[config.mk]
export PLATFORM = sky130hd
export DESIGN_NAME = tps_test_page
export DESIGN_NICKNAME = d
export VERILOG_FILES = /design/src/logic/tps_pkg.sv /design/src/logic/tps_test_page.sv
export SDC_FILE = /design/constraint.sdc
export NUM_CORES = 1
export LEC_CHECK = 0
export BUFFER_PORTS_ARGS = -buffer_cell sky130_fd_sc_hd__buf_4
export CAP_MARGIN = 40
export CORE_AREA = 2 2 151 153
export DETAILED_ROUTE_END_ITERATION = 8
export DIE_AREA = 0 0 153 155
export PLACE_DENSITY = 0.72
export SYNTH_ARGS = -nofsm -noshare
export SYNTH_HDL_FRONTEND = slang
export SYNTH_SLANG_ARGS = --single-unit
export TNS_END_PERCENT = 20
[constraint.sdc]
create_clock -name clk -period 2.39 [get_ports clk]
set_input_delay 0.478 -clock clk [delete_from_list [all_inputs] [get_ports clk]]
set_output_delay 0.478 -clock clk [all_outputs]
set_load 0.1 [all_outputs]
[src/logic/tps_pkg.sv]
/*
  Constants of the test register page: register indices, field positions,
  reset values, writable masks, selector codes and bus answer codes.
  Assumes one 32-bit register word per index, byte address = index * 4.
*/
package tps_pkg;
  // Register indices; byte address is the index times four
  localparam logic [7:0] IDX_RSVD     = 8'h30;
  localparam logic [7:0] IDX_BIT_SEL  = 8'h31;
  localparam logic [7:0] IDX_BUS_CTRL = 8'h32;
  localparam logic [7:0] IDX_PIN_EN   = 8'h33;
  localparam logic [7:0] IDX_PIN_VAL  = 8'h34;
  localparam logic [7:0] IDX_READBACK = 8'h35;
  localparam logic [7:0] IDX_AUX_SEL  = 8'h38;

  localparam int ADDR_W = 10;

  // Reset values
  localparam logic [7:0] RST_BIT_SEL  = 8'h00;
  localparam logic [7:0] RST_BUS_CTRL = 8'h00;
  localparam logic [7:0] RST_PIN_EN   = 8'h80;
  localparam logic [7:0] RST_PIN_VAL  = 8'h00;
  localparam logic [7:0] RST_AUX_SEL  = 8'h00;

  // Writable bits; reserved bits stay zero
  localparam logic [7:0] MASK_BIT_SEL  = 8'h07;
  localparam logic [7:0] MASK_BUS_CTRL = 8'hFF;
  localparam logic [7:0] MASK_PIN_EN   = 8'hFE;
  localparam logic [7:0] MASK_PIN_VAL  = 8'hFE;
  localparam logic [7:0] MASK_AUX_SEL  = 8'hFF;

  // Field positions
  localparam int BIT_CHOICE_MSB = 2;
  localparam int ORDER_SWAP_BIT = 7;
  localparam int PRBS9_BIT      = 6;
  localparam int PRBS15_BIT     = 5;
  localparam int GROUP_MSB      = 4;
  localparam int SERIAL_EN_BIT  = 7;
  localparam int PIN_LSB        = 1;
  localparam int PIN_MSB        = 6;
  localparam int IO_MODE_BIT    = 7;
  localparam int AUX_PIN_ONE_LSB       = 4;
  localparam int AUX_PIN_TWO_LSB       = 0;

  localparam int GROUPS = 32;

  // Aux pin selector codes handled digitally
  localparam logic [3:0] AUX_TRISTATE = 4'h0;
  localparam logic [3:0] AUX_HIGH     = 4'hA;
  localparam logic [3:0] AUX_LOW      = 4'hB;
  localparam logic [3:0] AUX_TEST_BIT = 4'hF;

  // Swapped test bus order, D4 first
  localparam logic [17:0] SWAP_MAP = {3'd0, 3'd5, 3'd6, 3'd2, 3'd3, 3'd4};

  // Pattern generator taps (bit positions of the shift register)
  localparam int PRBS9_TAP_A  = 8;
  localparam int PRBS9_TAP_B  = 4;
  localparam int PRBS15_TAP_A = 14;
  localparam int PRBS15_TAP_B = 13;
  localparam logic [14:0] PRBS_SEED = 15'h7FFF;

  localparam logic [1:0] RESP_OKAY   = 2'b00;
  localparam logic [1:0] RESP_SLVERR = 2'b10;

  typedef enum logic [0:0] {
    PAT_IDLE = 1'b0,
    PAT_RUN  = 1'b1
  } tps_pat_state_type;
endpackage

[src/logic/tps_test_page.sv]
/*
  Test register page: test bus selection and readback, multipurpose and aux
  pin test outputs, pattern generator control and the spare data pin port.
  Assumes an AXI4-Lite master on clk, probe groups from logic on clk, and
  data pin levels arriving asynchronously from the package pins.
*/
// Design decision made here: the AXI4-Lite register port.

// Functional notes
// - Chosen test bus bit drives multipurpose pin
// - Aux test-bus code also drives aux pin
// - Aux code 1111 outputs chosen bus bit
// - Swap bit reorders bus bits 4,3,2,6,5,0
// - Bit 6 enables nine-stage pattern
// - Bit 5 enables fifteen-stage pattern when bit 6 clear
// - Pattern starts only on transmit command
// - Group field selects signals on probe bus
// - Serial line enable gates UART lines
// - Enable bit n drives data pin n
// - I/O mode with serial host: general port
// - Enabled pins drive stored levels in I/O
// - Pin value read shows live pins in I/O
// - Readback returns current eight-bit probe bus
// - Slot 30h and reserved bits read zero
module tps_test_page (
  input  wire logic                        clk,
  input  wire logic                        rst_n,
  input  wire logic [tps_pkg::ADDR_W-1:0]  s_axi_awaddr,
  input  wire logic                        s_axi_awvalid,
  output logic                             s_axi_awready,
  input  wire logic [31:0]                 s_axi_wdata,
  input  wire logic [3:0]                  s_axi_wstrb,
  input  wire logic                        s_axi_wvalid,
  output logic                             s_axi_wready,
  output logic [1:0]                       s_axi_bresp,
  output logic                             s_axi_bvalid,
  input  wire logic                        s_axi_bready,
  input  wire logic [tps_pkg::ADDR_W-1:0]  s_axi_araddr,
  input  wire logic                        s_axi_arvalid,
  output logic                             s_axi_arready,
  output logic [31:0]                      s_axi_rdata,
  output logic [1:0]                       s_axi_rresp,
  output logic                             s_axi_rvalid,
  input  wire logic                        s_axi_rready,
  input  wire logic [8*tps_pkg::GROUPS-1:0] probe_groups,
  input  wire logic                        serial_host_active,
  input  wire logic                        transmit_cmd,
  input  wire logic                        tx_bit_tick,
  input  wire logic [6:1]                  data_pin_in,
  output logic [6:1]                       data_pin_out,
  output logic [6:1]                       data_pin_oe,
  output logic                             multipurpose_out_pin,
  output logic                             aux_pin_one_out,
  output logic                             aux_pin_one_oe,
  output logic                             aux_pin_two_out,
  output logic                             aux_pin_two_oe,
  output logic                             uart_aux_out_en,
  output logic                             uart_request_line_en,
  output logic                             prbs_tx_data,
  output logic                             prbs_tx_active
);
  logic [7:0]                     bit_sel_q;
  logic [7:0]                     bus_ctrl_q;
  logic [7:0]                     pin_en_q;
  logic [7:0]                     pin_val_q;
  logic [7:0]                     aux_sel_q;
  logic [7:0]                     probe_q;
  logic [6:1]                     pin_meta_q;
  logic [6:1]                     pin_sync_q;
  logic                           aw_held_q;
  logic                           w_held_q;
  logic [7:0]                     aw_idx_q;
  logic [7:0]                     w_data_q;
  logic                           w_lane_q;
  logic [14:0]                    lfsr_q;
  tps_pkg::tps_pat_state_type     pat_q;
  tps_pkg::tps_pat_state_type     pat_d;
  logic                           do_write;
  logic                           wr_known;
  logic [7:0]                     rd_val;
  logic                           rd_known;
  logic [2:0]                     bit_choice;
  logic                           chosen_bit;
  logic                           io_active;
  logic [6:1]                     test_sig;
  logic                           prbs9_on;
  logic                           prbs15_on;
  logic                           fb;

  // Write channel: address and data taken in either order
  assign do_write = aw_held_q && w_held_q && !s_axi_bvalid;

  always_comb begin
    case (aw_idx_q)
      tps_pkg::IDX_RSVD,
      tps_pkg::IDX_BIT_SEL,
      tps_pkg::IDX_BUS_CTRL,
      tps_pkg::IDX_PIN_EN,
      tps_pkg::IDX_PIN_VAL,
      tps_pkg::IDX_READBACK,
      tps_pkg::IDX_AUX_SEL: wr_known = 1'b1;
      default:              wr_known = 1'b0;
    endcase
  end

  always_ff @(posedge clk) begin
    if (!rst_n) begin
      aw_held_q     <= 1'b0;
      aw_idx_q      <= 8'h00;
      s_axi_awready <= 1'b0;
    end else if (s_axi_awvalid && s_axi_awready) begin
      aw_held_q     <= 1'b1;
      aw_idx_q      <= s_axi_awaddr[tps_pkg::ADDR_W-1:2];
      s_axi_awready <= 1'b0;
    end else if (do_write) begin
      aw_held_q     <= 1'b0;
      s_axi_awready <= 1'b0;
    end else begin
      s_axi_awready <= !aw_held_q && !s_axi_bvalid;
    end
  end

  always_ff @(posedge clk) begin
    if (!rst_n) begin
      w_held_q     <= 1'b0;
      w_data_q     <= 8'h00;
      w_lane_q     <= 1'b0;
      s_axi_wready <= 1'b0;
    end else if (s_axi_wvalid && s_axi_wready) begin
      w_held_q     <= 1'b1;
      w_data_q     <= s_axi_wdata[7:0];
      w_lane_q     <= s_axi_wstrb[0];
      s_axi_wready <= 1'b0;
    end else if (do_write) begin
      w_held_q     <= 1'b0;
      s_axi_wready <= 1'b0;
    end else begin
      s_axi_wready <= !w_held_q && !s_axi_bvalid;
    end
  end

  always_ff @(posedge clk) begin
    if (!rst_n) begin
      s_axi_bvalid <= 1'b0;
      s_axi_bresp  <= tps_pkg::RESP_OKAY;
    end else if (do_write) begin
      s_axi_bvalid <= 1'b1;
      s_axi_bresp  <= wr_known ? tps_pkg::RESP_OKAY : tps_pkg::RESP_SLVERR;
    end else if (s_axi_bready) begin
      s_axi_bvalid <= 1'b0;
    end
  end

  // Register storage; only writable bits take the written value
  always_ff @(posedge clk) begin
    if (!rst_n) begin
      bit_sel_q  <= tps_pkg::RST_BIT_SEL;
      bus_ctrl_q <= tps_pkg::RST_BUS_CTRL;
      pin_en_q   <= tps_pkg::RST_PIN_EN;
      pin_val_q  <= tps_pkg::RST_PIN_VAL;
      aux_sel_q  <= tps_pkg::RST_AUX_SEL;
    end else if (do_write && w_lane_q) begin
      case (aw_idx_q)
        tps_pkg::IDX_BIT_SEL:  bit_sel_q  <= w_data_q & tps_pkg::MASK_BIT_SEL;
        tps_pkg::IDX_BUS_CTRL: bus_ctrl_q <= w_data_q & tps_pkg::MASK_BUS_CTRL;
        tps_pkg::IDX_PIN_EN:   pin_en_q   <= w_data_q & tps_pkg::MASK_PIN_EN;
        tps_pkg::IDX_PIN_VAL:  pin_val_q  <= w_data_q & tps_pkg::MASK_PIN_VAL;
        tps_pkg::IDX_AUX_SEL:  aux_sel_q  <= w_data_q & tps_pkg::MASK_AUX_SEL;
        default: ;  // Reserved slot and readback keep no state
      endcase
    end
  end

  // Pin levels synchronised before any use
  always_ff @(posedge clk) begin
    if (!rst_n) begin
      pin_meta_q <= '0;
      pin_sync_q <= '0;
    end else begin
      pin_meta_q <= data_pin_in;
      pin_sync_q <= pin_meta_q;
    end
  end

  // Probe bus: group chosen by the group field
  always_ff @(posedge clk) begin
    if (!rst_n) begin
      probe_q <= 8'h00;
    end else begin
      probe_q <= probe_groups[bus_ctrl_q[tps_pkg::GROUP_MSB:0]*8 +: 8];
    end
  end

  // Read channel
  assign io_active = pin_val_q[tps_pkg::IO_MODE_BIT] && serial_host_active;

  always_comb begin
    rd_val   = 8'h00;
    rd_known = 1'b1;
    case (s_axi_araddr[tps_pkg::ADDR_W-1:2])
      tps_pkg::IDX_RSVD:     rd_val = 8'h00;
      tps_pkg::IDX_BIT_SEL:  rd_val = bit_sel_q;
      tps_pkg::IDX_BUS_CTRL: rd_val = bus_ctrl_q;
      tps_pkg::IDX_PIN_EN:   rd_val = pin_en_q;
      tps_pkg::IDX_PIN_VAL: begin
        if (pin_val_q[tps_pkg::IO_MODE_BIT]) begin
          rd_val = {pin_val_q[tps_pkg::IO_MODE_BIT], pin_sync_q, 1'b0};
        end else begin
          rd_val = pin_val_q;
        end
      end
      tps_pkg::IDX_READBACK: rd_val = probe_q;
      tps_pkg::IDX_AUX_SEL:  rd_val = aux_sel_q;
      default:               rd_known = 1'b0;
    endcase
  end

  always_ff @(posedge clk) begin
    if (!rst_n) begin
      s_axi_arready <= 1'b0;
      s_axi_rvalid  <= 1'b0;
      s_axi_rdata   <= 32'h0000_0000;
      s_axi_rresp   <= tps_pkg::RESP_OKAY;
    end else if (s_axi_arvalid && s_axi_arready) begin
      s_axi_arready <= 1'b0;
      s_axi_rvalid  <= 1'b1;
      s_axi_rdata   <= {24'h00_0000, rd_val};
      s_axi_rresp   <= rd_known ? tps_pkg::RESP_OKAY : tps_pkg::RESP_SLVERR;
    end else if (s_axi_rvalid) begin
      s_axi_arready <= 1'b0;
      s_axi_rvalid  <= !s_axi_rready;
    end else begin
      s_axi_arready <= 1'b1;
    end
  end

  // Test signal per data pin, natural or swapped order
  genvar gi;
  generate
    for (gi = 1; gi <= 6; gi++) begin : g_pin_map
      always_comb begin
        if (bus_ctrl_q[tps_pkg::ORDER_SWAP_BIT]) begin
          test_sig[gi] = probe_q[tps_pkg::SWAP_MAP[(gi-1)*3 +: 3]];
        end else begin
          test_sig[gi] = probe_q[gi];
        end
      end
    end
  endgenerate

  // Data pin drivers
  always_ff @(posedge clk) begin
    if (!rst_n) begin
      data_pin_out <= '0;
      data_pin_oe  <= '0;
    end else begin
      data_pin_oe <= pin_en_q[tps_pkg::PIN_MSB:tps_pkg::PIN_LSB];
      if (io_active) begin
        data_pin_out <= pin_val_q[tps_pkg::PIN_MSB:tps_pkg::PIN_LSB];
      end else begin
        data_pin_out <= test_sig;
      end
    end
  end

  // Multipurpose and aux pins
  assign bit_choice = bit_sel_q[tps_pkg::BIT_CHOICE_MSB:0];
  assign chosen_bit = probe_q[bit_choice];

  function automatic logic [1:0] aux_drive(input logic [3:0] code, input logic tb);
    case (code)
      tps_pkg::AUX_TEST_BIT: aux_drive = {1'b1, tb};
      tps_pkg::AUX_HIGH:     aux_drive = 2'b11;
      tps_pkg::AUX_LOW:      aux_drive = 2'b10;
      default:               aux_drive = 2'b00;
    endcase
  endfunction

  always_ff @(posedge clk) begin
    if (!rst_n) begin
      multipurpose_out_pin <= 1'b0;
      aux_pin_one_oe       <= 1'b0;
      aux_pin_one_out      <= 1'b0;
      aux_pin_two_oe       <= 1'b0;
      aux_pin_two_out      <= 1'b0;
    end else begin
      multipurpose_out_pin <= chosen_bit;
      {aux_pin_one_oe, aux_pin_one_out} <= aux_drive(aux_sel_q[tps_pkg::AUX_PIN_ONE_LSB +: 4],
                                                     chosen_bit);
      {aux_pin_two_oe, aux_pin_two_out} <= aux_drive(aux_sel_q[tps_pkg::AUX_PIN_TWO_LSB +: 4],
                                                     chosen_bit);
    end
  end

  // Serial line gating
  always_ff @(posedge clk) begin
    if (!rst_n) begin
      uart_aux_out_en      <= 1'b1;
      uart_request_line_en <= 1'b1;
    end else begin
      uart_aux_out_en      <= pin_en_q[tps_pkg::SERIAL_EN_BIT];
      uart_request_line_en <= pin_en_q[tps_pkg::SERIAL_EN_BIT];
    end
  end

  // Pattern generator; host has set up transmission beforehand
  assign prbs9_on  = bus_ctrl_q[tps_pkg::PRBS9_BIT];
  assign prbs15_on = bus_ctrl_q[tps_pkg::PRBS15_BIT];
  assign fb = prbs9_on ? (lfsr_q[tps_pkg::PRBS9_TAP_A] ^ lfsr_q[tps_pkg::PRBS9_TAP_B])
                       : (lfsr_q[tps_pkg::PRBS15_TAP_A] ^ lfsr_q[tps_pkg::PRBS15_TAP_B]);

  always_comb begin
    case (pat_q)
      tps_pkg::PAT_IDLE: pat_d = (transmit_cmd && (prbs9_on || prbs15_on))
                                 ? tps_pkg::PAT_RUN : tps_pkg::PAT_IDLE;
      tps_pkg::PAT_RUN:  pat_d = (prbs9_on || prbs15_on) ? tps_pkg::PAT_RUN : tps_pkg::PAT_IDLE;
      default:           pat_d = tps_pkg::PAT_IDLE;
    endcase
  end

  always_ff @(posedge clk) begin
    if (!rst_n) begin
      pat_q          <= tps_pkg::PAT_IDLE;
      lfsr_q         <= tps_pkg::PRBS_SEED;
      prbs_tx_data   <= 1'b0;
      prbs_tx_active <= 1'b0;
    end else begin
      pat_q          <= pat_d;
      prbs_tx_active <= (pat_d == tps_pkg::PAT_RUN);
      if (pat_q == tps_pkg::PAT_IDLE) begin
        lfsr_q       <= tps_pkg::PRBS_SEED;
        prbs_tx_data <= 1'b0;
      end else if (tx_bit_tick) begin
        lfsr_q       <= {lfsr_q[13:0], fb};
        prbs_tx_data <= fb;
      end
    end
  end
endmodule

==> results of run 1 <==
[per-stage QoR]
step	hold slack, ps	cell area (um^2)	instances	total power, W	setup WS [ps]
global route	268	10500	1294	0.00562	237
finish	267	10500	1295	0.00542	310
detailed placement	422	9910	1259	0.00317	314
global placement	419	9910	1259	0.00316	289
CTS	257	10400	1289	0.00547	314
floorplan	409	7340	708	0.00273	229
[layout by cell type, fill, tap and decap left out, types with 3 or more instances in the layout]
cell	instances
o21ai_1	6
clkbuf_16	17
o21a_1	3
mux4_2	53
nor3b_1	3
nand2_1	82
inv_1	5
clkinv_2	4
nand3_1	26
mux2i_1	55
and2_1	24
buf_4	343
o22a_1	3
dfxtp_1	119
nand3b_1	3
a21boi_0	21
diode_2	6
conb_1	26
a21oi_1	21
o221ai_1	8
mux2_2	29
o211a_1	5
nand2b_1	8
a22oi_1	7
nor2_1	14
buf_12	6
nor3_1	3
nor2b_1	21
clkbuf_8	4
mux4_1	13
or2_2	3
o21ai_0	31
[kinds of logic after synthesis]
group | share of synthesized area [%]
simple gates | 15.1
mux | 33.3
flops | 33.7
compound gates | 10.7
buf+inv | 6.99
xor+xnor | 0.242
other cells | 0.0517
[where the power goes]
part	internal, W	switching [W]
registers	0.00208	0.0000464
clock network	0.00141	0.000879
logic	0.000480	0.000520
total	0.00398	0.00145
[final cells by class]
cell class	count	area share, %
well taps	285	3.41
clock inverters	7	0.407
multi-input cells	498	42.0
flip-flops and latches	122	23.4
repair buffers	349	25.8
clock buffers	23	4.67
inverters	5	0.179
diodes	6	0.144
[per-layer routing]
metal,track usage (%),up-vias,routed length (um)
met4,8.16,4,378
li1,-,3112,-
met5,0,-,21
met1,27.2,3166,10600
met3,4.54,29,1690
met2,34.9,274,13300
[registers in the layout, summed over array words and instances (netlist names), 7 cells and up]
register and flops:
lfsr_q 15, aux_sel_q 8, aw_idx_q 8, bus_ctrl_q 8
probe_q 8, s_axi_rdata 8, w_data_q 8, pin_en_q 7
pin_val_q 7
[worst max path at each step]
| stage | startpoint | slack, ps | depth (start not counted) | endpoint |
|---|---|---|---|---|
| 6_report | bus_ctrl_q[0] | 310 | 4 | probe_q[1] |
| 3_5_place_dp | bus_ctrl_q[0] | 310 | 5 | probe_q[4] |
| 4_1_cts | bus_ctrl_q[0] | 310 | 5 | probe_q[4] |
| 3_3_place_gp | bus_ctrl_q[0] | 290 | 5 | probe_q[4] |
| 2_1_floorplan | s_axi_bvalid | 230 | 6 | bus_ctrl_q[7] |
| 5_1_grt | bus_ctrl_q[0] | 240 | 5 | probe_q[4] |
[worst max-delay path, cell delays in order, from the launching register on]
cell and delay, ps:
dfxtp_2 620, mux4_1 650, mux2_2 290, o221ai_1 330, nor2_1 70
==> results.txt, run 1 <==
DRC Markers -> 0
Core Util, Final -> 47.1%
Crit Path Category -> reg2reg
Slew HR -> 56.8%
Gpl congestion -> 0.891
Starting DRC count in detailed routing -> 384
Starting density of the core -> 32.6%
Synth Flop Type -> dfxtp_1
Post-route setup TNS -> 0 ps
DR pass1 iterations -> 5
Number of synthesized flops with an enable pin -> 0
Power Dens Cells -> 519 mW/mm^2
Global-route usage over all layers -> 21.1%
Fin crit share -> 87.0%
RSZ-0062 raised after global routing -> no
Clock Sinks -> 122
Core ar. -> 0.0222 mm^2
Multi-input gate area -> 0.00439 mm^2
Critical R2R Launch -> bus_ctrl_q[0]
Syn Inst Count -> 683
Final hold vios -> 0
CTS tree -> built
Top post-synthesis cells by count -> dfxtp_1 (122), nand2_1 (82), mux2i_1 (55)
CTS H-Tree Depth -> 4
Row cnt -> 55
Mapped cell area -> 0.00725 mm^2
I/O Pins -> 390
Crit path time final -> 2080 ps
Final net count -> 1321
Routed len/inst -> 20.1 um
Number of port buffers -> 332
Crit path DAT -> 2370 ps
Final setup vio count -> 0
Area leader, netlist -> dfxtp_1
HPWL after DPL -> 21.2 mm
First-pass GRT wire length -> 37.6 mm
Worst-path clk slew -> 50 ps
Vias -> 6585
Initial antenna violation count -> 7
Hold Crit Start -> data_pin_in[6]
Antenna Violating Nets Remaining -> 0
Routed WL -> 26.0 mm
Synth Register Bits -> 122
Worst Tran Pin Value -> 645 ps
Fillers -> 2112
Reg2reg path depth -> 4
Worst Path Max Fanout -> 14
Setup repair bufs after CTS -> 0
Worst hold endpoint -> pin_meta_q[6]
Sequential element share of the synthesized area -> 33.7%
FFs w/ async S/R, synth -> 0%
Leak -> 4.42 nW
Syn_area_per_cell -> 10.6 um^2
Yosys warnings -> 0
Total CTS buffers -> 17
Most area-consuming cells after synthesis -> dfxtp_1 (34%), mux4_2 (16%), mux2i_1 (7.6%)
Vias per cell -> 5.08
Layout cell share with drive strength beyond 1 -> 47.1%
Layout area overhead -> 44.3%
Most numerous cell in the Yosys netlist -> dfxtp_1
Clk buf depth -> 2
Max-cap violations -> 0
Register Area -> 0.00245 mm^2
Vias in the first global route -> 6483
Die area -> 0.0237 mm^2
Die Ht -> 155 um
Clock latency on the worst-skew pair -> 420 ps
Worst vdd ir -> 0.000420 V
Pin count of the biggest net entering global routing -> 120
GRT overflow -> 0
Max Slew Vio Count -> 0
Root Buffer Master -> clkbuf_16
CTS resizes -> 0
CTS Hold Bufs -> 0
RR Endpoint -> probe_q[1]
CP Launch Type -> register
Cell variety after synth -> 56
FF-to-FF setup slack -> 310 ps
Path category of the worst min-delay check -> in2reg
CP Data Required Time -> 2680 ps
Outcome -> completed
Setup Skew -> 5.01 ps
Fraction of post-synthesis cell area in the top cell type by area -> 33.7%
Hold path cells -> 2
Maximum clock frequency -> 0.481 GHz
Die Wd -> 153 um
CP endpoint kind -> register
No activity file was read; power rests on OpenSTA's default activity.
==> run 2: changes to the inputs <==
Settings changed: GPL_TIMING_DRIVEN set to 0.
==> run 2 against run 1 <==
  * Largest power group unchanged
  * Largest cell class unchanged
  * Register-to-register slack lost 150 ps
  * Highest routed layer unchanged
  * Core utilization grew 1.5 points
  * Sequential power is essentially flat
  * Clock skew grew 3.9 ps
  * Via count grew 5.3%
==> results.txt, run 2 (same netlist as run 1, synthesis figures left out) <==
CP endpoint kind -> register
CP Launch Type -> register
Final worst slack -> 163 ps (-147 ps)
Crit path time final -> 2230 ps (+147 ps)
Die area -> 0.0237 mm^2 (unchanged)
Clock latency on the worst-skew pair -> 420 ps (about the same)
Setup repair bufs after CTS -> 0 (unchanged)
Register Area -> 0.00244 mm^2 (-0.20%)
CP Data Required Time -> 2680 ps (about the same)
Path category of the worst min-delay check -> in2reg
Layout area overhead -> 48.8%
First-pass GRT wire length -> 41.8 mm (+11%)
Vias in the first global route -> 6906 (+6.5%)
CTS H-Tree Depth -> 4 (unchanged)
Max-cap violations -> 0 (unchanged)
Core Util, Final -> 48.5% (+1.5 points)
Most frequent cells in the layout -> buf_4 (360), dfxtp_1 (121), nand2_1 (82)
RSZ-0062 raised after global routing -> no
Largest Register -> lfsr_q
Fillers -> 2086 (-1.2%)
Routed len/inst -> 21.7 um (+8.0%)
DP Worst Slack -> -3.77 ps (-317 ps)
Post-route setup TNS -> 0 ps (unchanged)
Worst Path Max Fanout -> 10 (-4)
Maximum clock frequency -> 0.449 GHz (-6.6%)
Area after DPL -> 0.0102 mm^2 (+2.7%)
Number of port buffers -> 330 (-0.60%)
Global-route usage over all layers -> 24.0% (+2.9 points)
Starting density of the core -> 32.6% (unchanged)
Worst hold endpoint -> pin_meta_q[4]
Die Wd -> 153 um (unchanged)
Hold path cells -> 2 (unchanged)
Root Buffer Master -> clkbuf_16
Multi-input gate area -> 0.00439 mm^2 (unchanged)
Worst-case hold slack -> 265 ps (-2.13 ps)
Worst Tran Pin Value -> 796 ps (+151 ps)
Core ar. -> 0.0222 mm^2 (unchanged)
Max reg flops -> 15 (unchanged)
Critical R2R Launch -> bus_ctrl_q[1]
Leak -> 4.66 nW (+5.3%)
CTS tree -> built
FF-to-FF setup slack -> 160 ps (-150 ps)
Layout cell share with drive strength beyond 1 -> 47.5% (+0.37 points)
Crit Path Category -> reg2reg
Worst-path clk slew -> 50 ps (about the same)
Final net count -> 1385 (+4.8%)
GRT overflow -> 0 (unchanged)
Row cnt -> 55 (unchanged)
Final hold vios -> 0 (unchanged)
Clk buf depth -> 2 (unchanged)
Pin count of the biggest net entering global routing -> 17 (-86%)
Vias -> 6931 (+5.3%)
Die Ht -> 155 um (unchanged)
Final setup vio count -> 0 (unchanged)
Power Dens Cells -> 532 mW/mm^2 (+2.6%)
Slew HR -> 46.9% (-9.9 points)
Post-route cell area -> 0.0108 mm^2 (+3.2%)
Hold Crit Start -> data_pin_in[4]
Max Slew Vio Count -> 0 (unchanged)
Commonest non-fill, non-tap cell in the layout -> buf_4
Total CTS buffers -> 17 (unchanged)
Crit path DAT -> 2520 ps (+150 ps)
Crit path from -> bus_ctrl_q[1]
Antenna Violating Nets Remaining -> 0 (unchanged)
Reg2reg path depth -> 7 (+3)
Vias per cell -> 5.10 (+0.22%)
Gpl congestion -> 0.900 (+1.0%)
Initial antenna violation count -> 12 (+5)
Outcome -> completed
Routed WL -> 29.5 mm (+13%)
I/O Pins -> 390 (unchanged)
CTS Hold Bufs -> 0 (unchanged)
DRC Markers -> 0 (unchanged)
Clock Sinks -> 122 (unchanged)
Setup Skew -> 8.94 ps (+3.94 ps)
DR pass1 iterations -> 5 (unchanged)
RR Endpoint -> probe_q[5]
Fin crit share -> 93.2% (+6.2 points)
Starting DRC count in detailed routing -> 538 (+40%)
HPWL after DPL -> 24.4 mm (+15%)
Worst vdd ir -> 0.000549 V (+31%)
-- run 2: how the worst max path moves through the flow --
stage	end	depth (start not counted)	slack [ps]
2_1_floorplan	bus_ctrl_q[7]	6	230
3_3_place_gp	probe_q[5]	6	70
3_5_place_dp	probe_q[5]	6	-4
4_1_cts	probe_q[1]	7	90
5_1_grt	probe_q[5]	7	60
6_report	probe_q[5]	7	160
-- run 2: area by class of cell --
class	instances	share of cell area (%)
Sequential cell	122	22.6
Multi-Input combinational cell	498	40.7
Timing Repair Buffer	330	23.0
Buffer	83	4.57
Inverter	5	0.174
Antenna cell	5	0.116
Clock inverter	7	0.812
Clock buffer	25	4.69
Tap cell	285	3.31
-- run 2: layer usage --
| metal | up-vias | wire [um] | track usage (%) |
|---|---|---|---|
| li1 | 3243 | - | - |
| met1 | 3292 | 11600 | 28.6 |
| met2 | 332 | 14500 | 39.9 |
| met3 | 50 | 2500 | 8.38 |
| met4 | 14 | 767 | 9.26 |
| met5 | - | 76 | 0 |
-- run 2: worst max-delay path, stage by stage, from the launching register on --
cell      delay [ps]
dfxtp_1          360
buf_6            190
buf_6            210
clkbuf_4         300
mux4_1           300
mux2_2           290
o221ai_1         350
nor2_1            70
-- run 2: what timing repair did --
| action | CTS | global route |
|---|---|---|
| resized for setup | 1 | 2 |
| pin swaps | 0 | 0 |
| endpoints found under the setup margin | 1 | 2 |
-- run 2: through the flow --
step / cells / power (W)
2_1_floorplan: 708 / 0.00273
3_3_place_gp: 1323 / 0.00321
3_5_place_dp: 1323 / 0.00323
4_1_cts: 1355 / 0.00576
5_1_grt: 1359 / 0.00591
6_report: 1360 / 0.00574
-- run 2: power breakdown --
part | internal [W] | switching, W | total [W] | leakage [nW]
registers | 0.00209 | 0.0000431 | 0.00213 | 0.993
logic | 0.000511 | 0.000555 | 0.00107 | 3.37
clock network | 0.00166 | 0.000882 | 0.00255 | 0.293
total | 0.00426 | 0.00148 | 0.00574 | 4.66
